--- src/design/adc_ctrl_defines.vh ---
`ifndef ADC_CTRL_DEFINES_VH
`define ADC_CTRL_DEFINES_VH

// ****************************************
// Register byte addresses
// ****************************************
`define ADDR_CONTROL_MAIN      8'h00
`define ADDR_CONTROL_CLOCK_REF 8'h04
`define ADDR_RESULT_HIGH       8'h08
`define ADDR_RESULT_LOW        8'h0C

// ****************************************
// Field positions, control main
// ****************************************
`define BIT_START              7
`define BIT_RUNNING            6
`define BIT_ENABLE             5
`define BIT_ALIGN              4
`define CHAN_MSB               3
`define CHAN_LSB               0

// ****************************************
// Field positions, clock and reference
// ****************************************
`define REF_MSB                4
`define REF_LSB                3
`define DIV_MSB                2
`define DIV_LSB                0
`define REF_EXTERNAL           2'b01

// ****************************************
// Reset values
// ****************************************
`define RESET_CONTROL_MAIN     8'h40
`define RESET_CLOCK_REF        5'h00

// ****************************************
// Conversion timing in conversion clocks
// ****************************************
`define SAMPLE_CLOCKS          5'h04
`define CONVERT_CLOCKS         5'h0C
`define TOTAL_CLOCKS           5'h10

// ****************************************
// Recommended conversion clock period
// ****************************************
`define CLK_PERIOD_NS          100
`define TAD_MIN_NS             500
`define TAD_MAX_NS             10000
`define TAD_MIN_CYCLES         ((`TAD_MIN_NS + `CLK_PERIOD_NS - 1) / `CLK_PERIOD_NS)
`define TAD_MAX_CYCLES         (`TAD_MAX_NS / `CLK_PERIOD_NS)

// ****************************************
// Channel codes
// ****************************************
`define CHAN_AMP_ZERO          4'h8
`define CHAN_AMP_ONE           4'h9
`define CHAN_VOLT_DETECT       4'hA
`define CHAN_OVERCURRENT       4'hB
`define CHAN_BANDGAP           4'hF

`endif

--- src/design/adc_control_sequencer.v ---
`timescale 1ns/1ps
`include "adc_ctrl_defines.vh"

module adc_control_sequencer (
  // Clock and reset
  input  wire        CLK_IN,
  input  wire        RST_B_IN,
  // APB slave
  input  wire        PSEL_IN,
  input  wire        PENABLE_IN,
  input  wire        PWRITE_IN,
  input  wire [7:0]  PADDR_IN,
  input  wire [31:0] PWDATA_IN,
  output wire        PREADY_OUT,
  output wire        PSLVERR_OUT,
  output wire [31:0] PRDATA_OUT,
  // Converter core
  input  wire [11:0] CORE_RESULT_IN,
  output wire        CORE_POWER_OUT,
  output wire        CORE_RESET_OUT,
  output wire        CORE_SAMPLE_OUT,
  output wire        CORE_CONVERT_OUT,
  output wire        CORE_CLK_TICK_OUT,
  output wire [12:0] CORE_INPUT_SEL_OUT,
  output wire        CORE_REF_EXTERNAL_OUT,
  // Interrupt controller
  input  wire        IRQ_ENABLE_IN,
  output wire        IRQ_REQUEST_FLAG_OUT,
  output wire        IRQ_SIGNAL_OUT,
  // Pin sharing
  input  wire [7:0]  PIN_ANALOG_SEL_IN,
  input  wire [7:0]  PIN_PULLUP_REQ_IN,
  output wire [7:0]  PIN_DIGITAL_EN_OUT,
  output wire [7:0]  PIN_PULLUP_EN_OUT
);

  // ****************************************
  // Declarations
  // ****************************************
  localparam ST_IDLE    = 2'b00;
  localparam ST_HOLD    = 2'b01;
  localparam ST_SAMPLE  = 2'b10;
  localparam ST_CONVERT = 2'b11;

  reg  [1:0]  state_q;
  reg  [1:0]  state_d;
  reg  [4:0]  tick_count_q;
  reg  [4:0]  tick_count_d;
  reg         start_q;
  reg         start_prev_q;
  reg         running_q;
  reg         running_d;
  reg         enable_q;
  reg         align_q;
  reg  [3:0]  channel_q;
  reg  [1:0]  ref_sel_q;
  reg  [2:0]  div_sel_q;
  reg  [11:0] result_q;
  reg         done_q;
  reg         done_d;
  reg  [31:0] prdata_q;
  reg  [12:0] input_sel;
  reg  [7:0]  rd_data;
  reg         addr_hit;

  wire        wr_access;
  wire        setup_phase;
  wire        start_rise;
  wire        conv_tick;
  wire        div_restart;
  wire [7:0]  control_main;
  wire [7:0]  clock_ref;
  wire [7:0]  result_high;
  wire [7:0]  result_low;

  // ****************************************
  // APB access decode
  // ****************************************
  assign setup_phase = PSEL_IN && !PENABLE_IN;
  assign wr_access   = PSEL_IN && PENABLE_IN && PWRITE_IN;
  assign PREADY_OUT  = 1'b1;
  assign PSLVERR_OUT = PSEL_IN && PENABLE_IN && !addr_hit;
  assign PRDATA_OUT  = prdata_q;

  assign control_main = {start_q, running_q, enable_q, align_q, channel_q};
  assign clock_ref    = {3'b000, ref_sel_q, div_sel_q};

  // Result formatting by alignment
  assign result_high = align_q ? {4'h0, result_q[11:8]} : result_q[11:4];
  assign result_low  = align_q ? result_q[7:0] : {result_q[3:0], 4'h0};

  always @* begin
    addr_hit = 1'b1;
    rd_data  = 8'h00;
    case (PADDR_IN)
      `ADDR_CONTROL_MAIN: begin
        rd_data = control_main;
      end
      `ADDR_CONTROL_CLOCK_REF: begin
        rd_data = clock_ref;
      end
      `ADDR_RESULT_HIGH: begin
        rd_data = result_high;
      end
      `ADDR_RESULT_LOW: begin
        rd_data = result_low;
      end
      default: begin
        addr_hit = 1'b0;
      end
    endcase
  end

  // Read data captured in the setup phase, held through the access phase
  always @(posedge CLK_IN or negedge RST_B_IN) begin
    if (!RST_B_IN) begin
      prdata_q <= 32'h0000_0000;
    end else if (setup_phase && !PWRITE_IN) begin
      prdata_q <= {24'h00_0000, rd_data};
    end
  end

  // ****************************************
  // Control registers
  // ****************************************
  always @(posedge CLK_IN or negedge RST_B_IN) begin
    if (!RST_B_IN) begin
      start_q   <= 1'b0;
      enable_q  <= 1'b0;
      align_q   <= 1'b0;
      channel_q <= 4'h0;
      ref_sel_q <= 2'b00;
      div_sel_q <= 3'b000;
    end else if (wr_access) begin
      if (PADDR_IN == `ADDR_CONTROL_MAIN) begin
        start_q   <= PWDATA_IN[`BIT_START];
        enable_q  <= PWDATA_IN[`BIT_ENABLE];
        align_q   <= PWDATA_IN[`BIT_ALIGN];
        channel_q <= PWDATA_IN[`CHAN_MSB:`CHAN_LSB];
      end
      if (PADDR_IN == `ADDR_CONTROL_CLOCK_REF) begin
        ref_sel_q <= PWDATA_IN[`REF_MSB:`REF_LSB];
        div_sel_q <= PWDATA_IN[`DIV_MSB:`DIV_LSB];
      end
    end
  end

  // ****************************************
  // Conversion clock divider
  // ****************************************
  assign div_restart = (state_q == ST_HOLD) || (state_q == ST_IDLE);

  conv_clock_divider i_conv_clock_divider (
    .CLK_IN     (CLK_IN),
    .RST_B_IN   (RST_B_IN),
    .DIV_SEL_IN (div_sel_q),
    .RESTART_IN (div_restart),
    .TICK_OUT   (conv_tick)
  );

  // ****************************************
  // Conversion sequencer
  // ****************************************
  assign start_rise = start_q && !start_prev_q;

  always @* begin
    state_d      = state_q;
    tick_count_d = tick_count_q;
    running_d    = running_q;
    done_d       = 1'b0;
    if (!enable_q) begin
      // Powered off converter cannot finish a conversion
      state_d      = ST_IDLE;
      tick_count_d = 5'h00;
      if (state_q != ST_IDLE) begin
        running_d = 1'b0;
      end
    end else if (start_rise) begin
      state_d      = ST_HOLD;
      tick_count_d = 5'h00;
      running_d    = 1'b1;
    end else begin
      case (state_q)
        ST_IDLE: begin
          state_d = ST_IDLE;
        end
        ST_HOLD: begin
          running_d = 1'b1;
          if (!start_q) begin
            state_d = ST_SAMPLE;
          end
        end
        ST_SAMPLE: begin
          if (conv_tick) begin
            if (tick_count_q == `SAMPLE_CLOCKS - 5'h01) begin
              state_d = ST_CONVERT;
            end
            tick_count_d = tick_count_q + 5'h01;
          end
        end
        ST_CONVERT: begin
          if (conv_tick) begin
            if (tick_count_q == `TOTAL_CLOCKS - 5'h01) begin
              state_d      = ST_IDLE;
              tick_count_d = 5'h00;
              running_d    = 1'b0;
              done_d       = 1'b1;
            end else begin
              tick_count_d = tick_count_q + 5'h01;
            end
          end
        end
        default: begin
          state_d = ST_IDLE;
        end
      endcase
    end
  end

  always @(posedge CLK_IN or negedge RST_B_IN) begin
    if (!RST_B_IN) begin
      state_q      <= ST_IDLE;
      tick_count_q <= 5'h00;
      start_prev_q <= 1'b0;
      running_q    <= 1'b1;
      done_q       <= 1'b0;
      result_q     <= 12'h000;
    end else begin
      state_q      <= state_d;
      tick_count_q <= tick_count_d;
      start_prev_q <= start_q;
      running_q    <= running_d;
      done_q       <= done_d;
      if (done_d) begin
        result_q <= CORE_RESULT_IN;
      end
    end
  end

  // ****************************************
  // Converter core control
  // ****************************************
  assign CORE_POWER_OUT        = enable_q;
  assign CORE_RESET_OUT        = (state_q == ST_HOLD) || start_rise;
  assign CORE_SAMPLE_OUT       = (state_q == ST_SAMPLE) && !start_rise;
  assign CORE_CONVERT_OUT      = (state_q == ST_CONVERT) && !start_rise;
  assign CORE_CLK_TICK_OUT     = conv_tick && enable_q;
  assign CORE_REF_EXTERNAL_OUT = (ref_sel_q == `REF_EXTERNAL);
  assign CORE_INPUT_SEL_OUT    = input_sel;

  // One-hot input select: bits 7..0 external, 12..8 internal sources
  always @* begin
    input_sel = 13'h0000;
    case (channel_q)
      `CHAN_AMP_ZERO: begin
        input_sel[8] = 1'b1;
      end
      `CHAN_AMP_ONE: begin
        input_sel[9] = 1'b1;
      end
      `CHAN_VOLT_DETECT: begin
        input_sel[10] = 1'b1;
      end
      `CHAN_OVERCURRENT: begin
        input_sel[11] = 1'b1;
      end
      `CHAN_BANDGAP: begin
        input_sel[12] = 1'b1;
      end
      default: begin
        if (!channel_q[3]) begin
          input_sel[channel_q[2:0]] = 1'b1;
        end else begin
          input_sel = 13'h0000;
        end
      end
    endcase
  end

  // ****************************************
  // Interrupt request
  // ****************************************
  assign IRQ_REQUEST_FLAG_OUT = done_q;
  assign IRQ_SIGNAL_OUT       = done_q && IRQ_ENABLE_IN;

  // ****************************************
  // Pin sharing
  // ****************************************
  genvar pin;
  generate
    for (pin = 0; pin < 8; pin = pin + 1) begin : g_pin
      assign PIN_DIGITAL_EN_OUT[pin] = !PIN_ANALOG_SEL_IN[pin];
      assign PIN_PULLUP_EN_OUT[pin]  = PIN_PULLUP_REQ_IN[pin] && !PIN_ANALOG_SEL_IN[pin];
    end
  endgenerate

endmodule // adc_control_sequencer

--- src/design/conv_clock_divider.v ---
`timescale 1ns/1ps
`include "adc_ctrl_defines.vh"

module conv_clock_divider (
  // Clock and reset
  input  wire       CLK_IN,
  input  wire       RST_B_IN,
  // Control
  input  wire [2:0] DIV_SEL_IN,
  input  wire       RESTART_IN,
  // Tick
  output wire       TICK_OUT
);

  reg  [6:0] count_q;
  wire [6:0] limit;

  // Divisor is two to the power of the select code
  assign limit    = (7'h01 << DIV_SEL_IN) - 7'h01;
  assign TICK_OUT = (count_q >= limit) && !RESTART_IN;

  always @(posedge CLK_IN or negedge RST_B_IN) begin
    if (!RST_B_IN) begin
      count_q <= 7'h00;
    end else if (RESTART_IN || count_q >= limit) begin
      count_q <= 7'h00;
    end else begin
      count_q <= count_q + 7'h01;
    end
  end

endmodule // conv_clock_divider

--- config.mk ---
export PLATFORM = sky130hd
export DESIGN_NAME = adc_control_sequencer
export DESIGN_NICKNAME = d
export VERILOG_FILES = /design/src/design/adc_control_sequencer.v /design/src/design/conv_clock_divider.v
export VERILOG_INCLUDE_DIRS = /design/src /design/src/design
export SDC_FILE = /design/constraint.sdc
export NUM_CORES = 1
export LEC_CHECK = 0
export BUFFER_PORTS_ARGS = -buffer_cell sky130_fd_sc_hd__buf_2
export CAP_MARGIN = 15
export CORE_AREA = 5 5 87 89
export CTS_BUF_LIST = sky130_fd_sc_hd__clkbuf_4 sky130_fd_sc_hd__clkbuf_8
export DETAILED_ROUTE_END_ITERATION = 8
export DIE_AREA = 0 0 92 94
export PLACE_DENSITY = 0.76
export RECOVER_POWER = 50
export SYNTH_ARGS = -nofsm -noshare
export SYNTH_HDL_FRONTEND = slang
export SYNTH_SLANG_ARGS = --single-unit
--- constraint.sdc ---
create_clock -name CLK_IN -period 5.6 [get_ports CLK_IN]
set_input_delay 1.68 -clock CLK_IN [delete_from_list [all_inputs] [get_ports CLK_IN]]
set_output_delay 1.68 -clock CLK_IN [all_outputs]
set_load 0.02 [all_outputs]
==> flow_metrics.tcl <==
set metrics [dict create \
    status "finished with violations" \
    violations "capacitance limit" \
    synthMuxAreaShare 0.127 \
    synthArstFlopShare 1.00 \
    synth_compound_area_frac 0.121 \
    grt_setup_unrepaired "no" \
    ys.flop_type "dfrtp_1" \
    grt_overflow 0 \
    first_global_vias 2387 \
    syn2layout_area_growth_pct 16.2 \
    fin_nets 502 \
    powerDensity_mw_per_mm2 192 \
    clock-sinks 49 \
    numPortBuffers 94 \
    irDropWorstVdd_v 0.0000968 \
    diodes 0 \
    p_leak_uw 0.00189 \
    fin_ws_ps 923 \
    layout-drive-gt1-share 0.287 \
    critPathArrivalTime_ps 3000 \
    yosys.area_share.xor_xnor 0.0140 \
    end_kind "primary output" \
    startpoint_type "input port" \
    pre_cts_ws_ps 1150 \
    cap_violations 1 \
    netlist_area_sq_mm 0.00312 \
    yosysSeqAreaShare 0.393 \
    die_area_sq_mm 0.00865 \
    relSlewSlack 0.00264 \
    synthAdderAreaFrac 0.0561 \
    grt_use_total 0.158 \
    postRouteAntennaNets 0 \
    fin_crit_sh 0.835 \
    io_pins 145 \
    hold_violations 0 \
    fin_crit_ps 4680 \
    syn-instance-count 326 \
    num_vias 2574 \
    power_uw 696 \
    cts_setup_buffers 0 \
    hold_class "register to register" \
    crit_chain "buf_2, or4_1, nor3_1, nor2_1, buf_2" \
    dr.pass1.iters 4 \
    cts_tree "built" \
    place_congestion 0.895 \
    yosysWarnings 0 \
    core_sq_mm 0.00668 \
    clock_latency_ps 310 \
    initial_core_util 0.467 \
    holdBufCountCts 0 \
    fillers 633 \
    r2r_start "div_sel_q[2]" \
    post_drt_wl_per_cell_microns 14.0 \
    slowest_delay_ps 520 \
    die_h_microns 94 \
    fin_worst_skew_ps 9.11 \
    critical_path_class "input port to primary output" \
    cts_buffers 5 \
    antenna_found_initial 0 \
    drc 0 \
    first_iter_violations 69 \
    clkSlewWorstSetupHoldPaths_ps 100 \
    drv_slew 0 \
    hold_depth 1 \
    yosysTopAreaCell "dfrtp_1" \
    synth_edf_count 0 \
    crit_top_cell "buf_2" \
    synth.area.top_cells "dfrtp_1 38%, buf_4 6.3%, mux2_4 5.8%" \
    worstMarginPinSlew_ps 1500 \
    multi_input_area_sq_mm 0.00167 \
    r2r_cells 8 \
    path_max_fanout 5 \
    synth.avg_cell_area_sq_um 9.58 \
    hpwl_mm 5.41 \
    regToRegSetupSlack_ps 2350 \
    setup_tns_ps 0 \
    wl_mm 6.93 \
    synth_top_cell_area_share 0.385 \
    rows 30 \
    drt-vias-per-instance 5.20 \
    min_from "i_conv_clock_divider.count_q[0]" \
    grt_max_degree 50 \
    grt_pass1_wl_mm 11.1 \
    yosys.area_share.simple 0.192 \
    root_buffer "clkbuf_8" \
    ys_types 53 \
    cts_buffer_depth 2 \
    timing.rr.end "result_q[1]" \
    cts_resized 0 \
    synth_top_family_by_area "simple AND/OR/NAND/NOR gates" \
    die_w_microns 92 \
    seq_area_sq_mm 0.00123 \
    worstPathRequired_ps 3920 \
    finalSetupViolCount 0 \
    synth-seq-cells 49 \
    fmax_mhz 214 \
    min_to "i_conv_clock_divider.count_q[0]" \
    ctsHtreeMaxLevel 2 \
    crit_slowest_cell "or4_1" \
]
## cell type report
| type | instances | area share |
|---|---|---|
| Multi-Input combinational cell | 248 | 0.461 |
| Clock buffer | 5 | 0.0190 |
| Clock inverter | 3 | 0.0121 |
| Inverter | 14 | 0.0145 |
| Tap cell | 80 | 0.0276 |
| Timing Repair Buffer | 96 | 0.128 |
| Sequential cell | 49 | 0.338 |
## flip-flops by register name (all words and copies together), names as in the netlist, 2 cells and up
signal,count
result_q,12
ref_sel_q,2
state_q,2
div_sel_q,3
i_conv_clock_divider.count_q,7
PRDATA_OUT,8
tick_count_q,5
channel_q,4
## placed cells by master (no fill, tap or decap), types with 14 or more instances in the layout
cell type / n
a21oi_1: 14
buf_2: 82
clkbuf_1: 14
conb_1: 25
dfrtp_1: 48
ha_1: 14
inv_1: 14
nand2_1: 27
nor2_1: 26
o21ai_0: 15
## cells in the mapped netlist, drive strengths merged (4+ instances only)
cell	count
and3	4
mux2	24
nand3	11
nor2b	12
nor2	26
nand2	29
dfrtp	48
mux2i	8
buf	28
nor3	9
o21ai	17
clkbuf	10
and2	6
ha	14
inv	14
a21oi	14
a22oi	4
nand2b	6
## worst max-delay path: cells and delay by family
family / cells / cell delay, ps
simple gates: 3 / 1050
buf+inv: 2 / 270
## power breakdown
part / switching (uW) / total, uW / internal [uW]
Sequential: 2.93 / 358 / 355
Combinational: 54.0 / 79.7 / 25.7
Clock: 125 / 258 / 134
Total: 181 / 696 / 515
## cell families (layout without fill, tap and decap cells)
kind of cell               Yosys count  count (layout)
AOI/OAI and AO/OA                   58              58
xor gates and xnor gates             5               5
adders and majority gates           14              14
buffers and inverters               52             118
DFF                                 49              49
muxes                               32              32
other                                2              25
and+or+nand+nor                    114             114
## layer usage
| metal | GRT usage | part of all wire | vias to the layer above |
|---|---|---|---|
| li1 | - | - | 1268 |
| met1 | 0.202 | 0.44 | 1201 |
| met2 | 0.266 | 0.48 | 96 |
| met3 | 0.0377 | 0.073 | 9 |
| met4 | 0.0483 | 0.012 | 0 |
| met5 | 0 | 0 | - |
## stage by stage
stage | util | std cells | hold slack, ps | instance area [sq um]
final | 0.543 | 495 | 485 | 3630
after global routing | 0.543 | 495 | 520 | 3630
after CTS | 0.547 | 494 | 488 | 3660
after detailed placement | 0.531 | 486 | 468 | 3540
after global placement | 0.531 | 486 | 465 | 3540
after floorplan | - | 349 | 414 | 3210
## worst max path at each step
stage                startpoint          end  slack [ps]
floorplan           PADDR_IN[5]  PSLVERR_OUT        1390
global placement    PADDR_IN[5]  PSLVERR_OUT        1170
detailed placement  PADDR_IN[5]  PSLVERR_OUT        1150
CTS                 PADDR_IN[5]  PSLVERR_OUT        1150
global route        PADDR_IN[5]  PSLVERR_OUT         850
finish              PADDR_IN[5]  PSLVERR_OUT         920
Power figures use the tool's default switching activity.
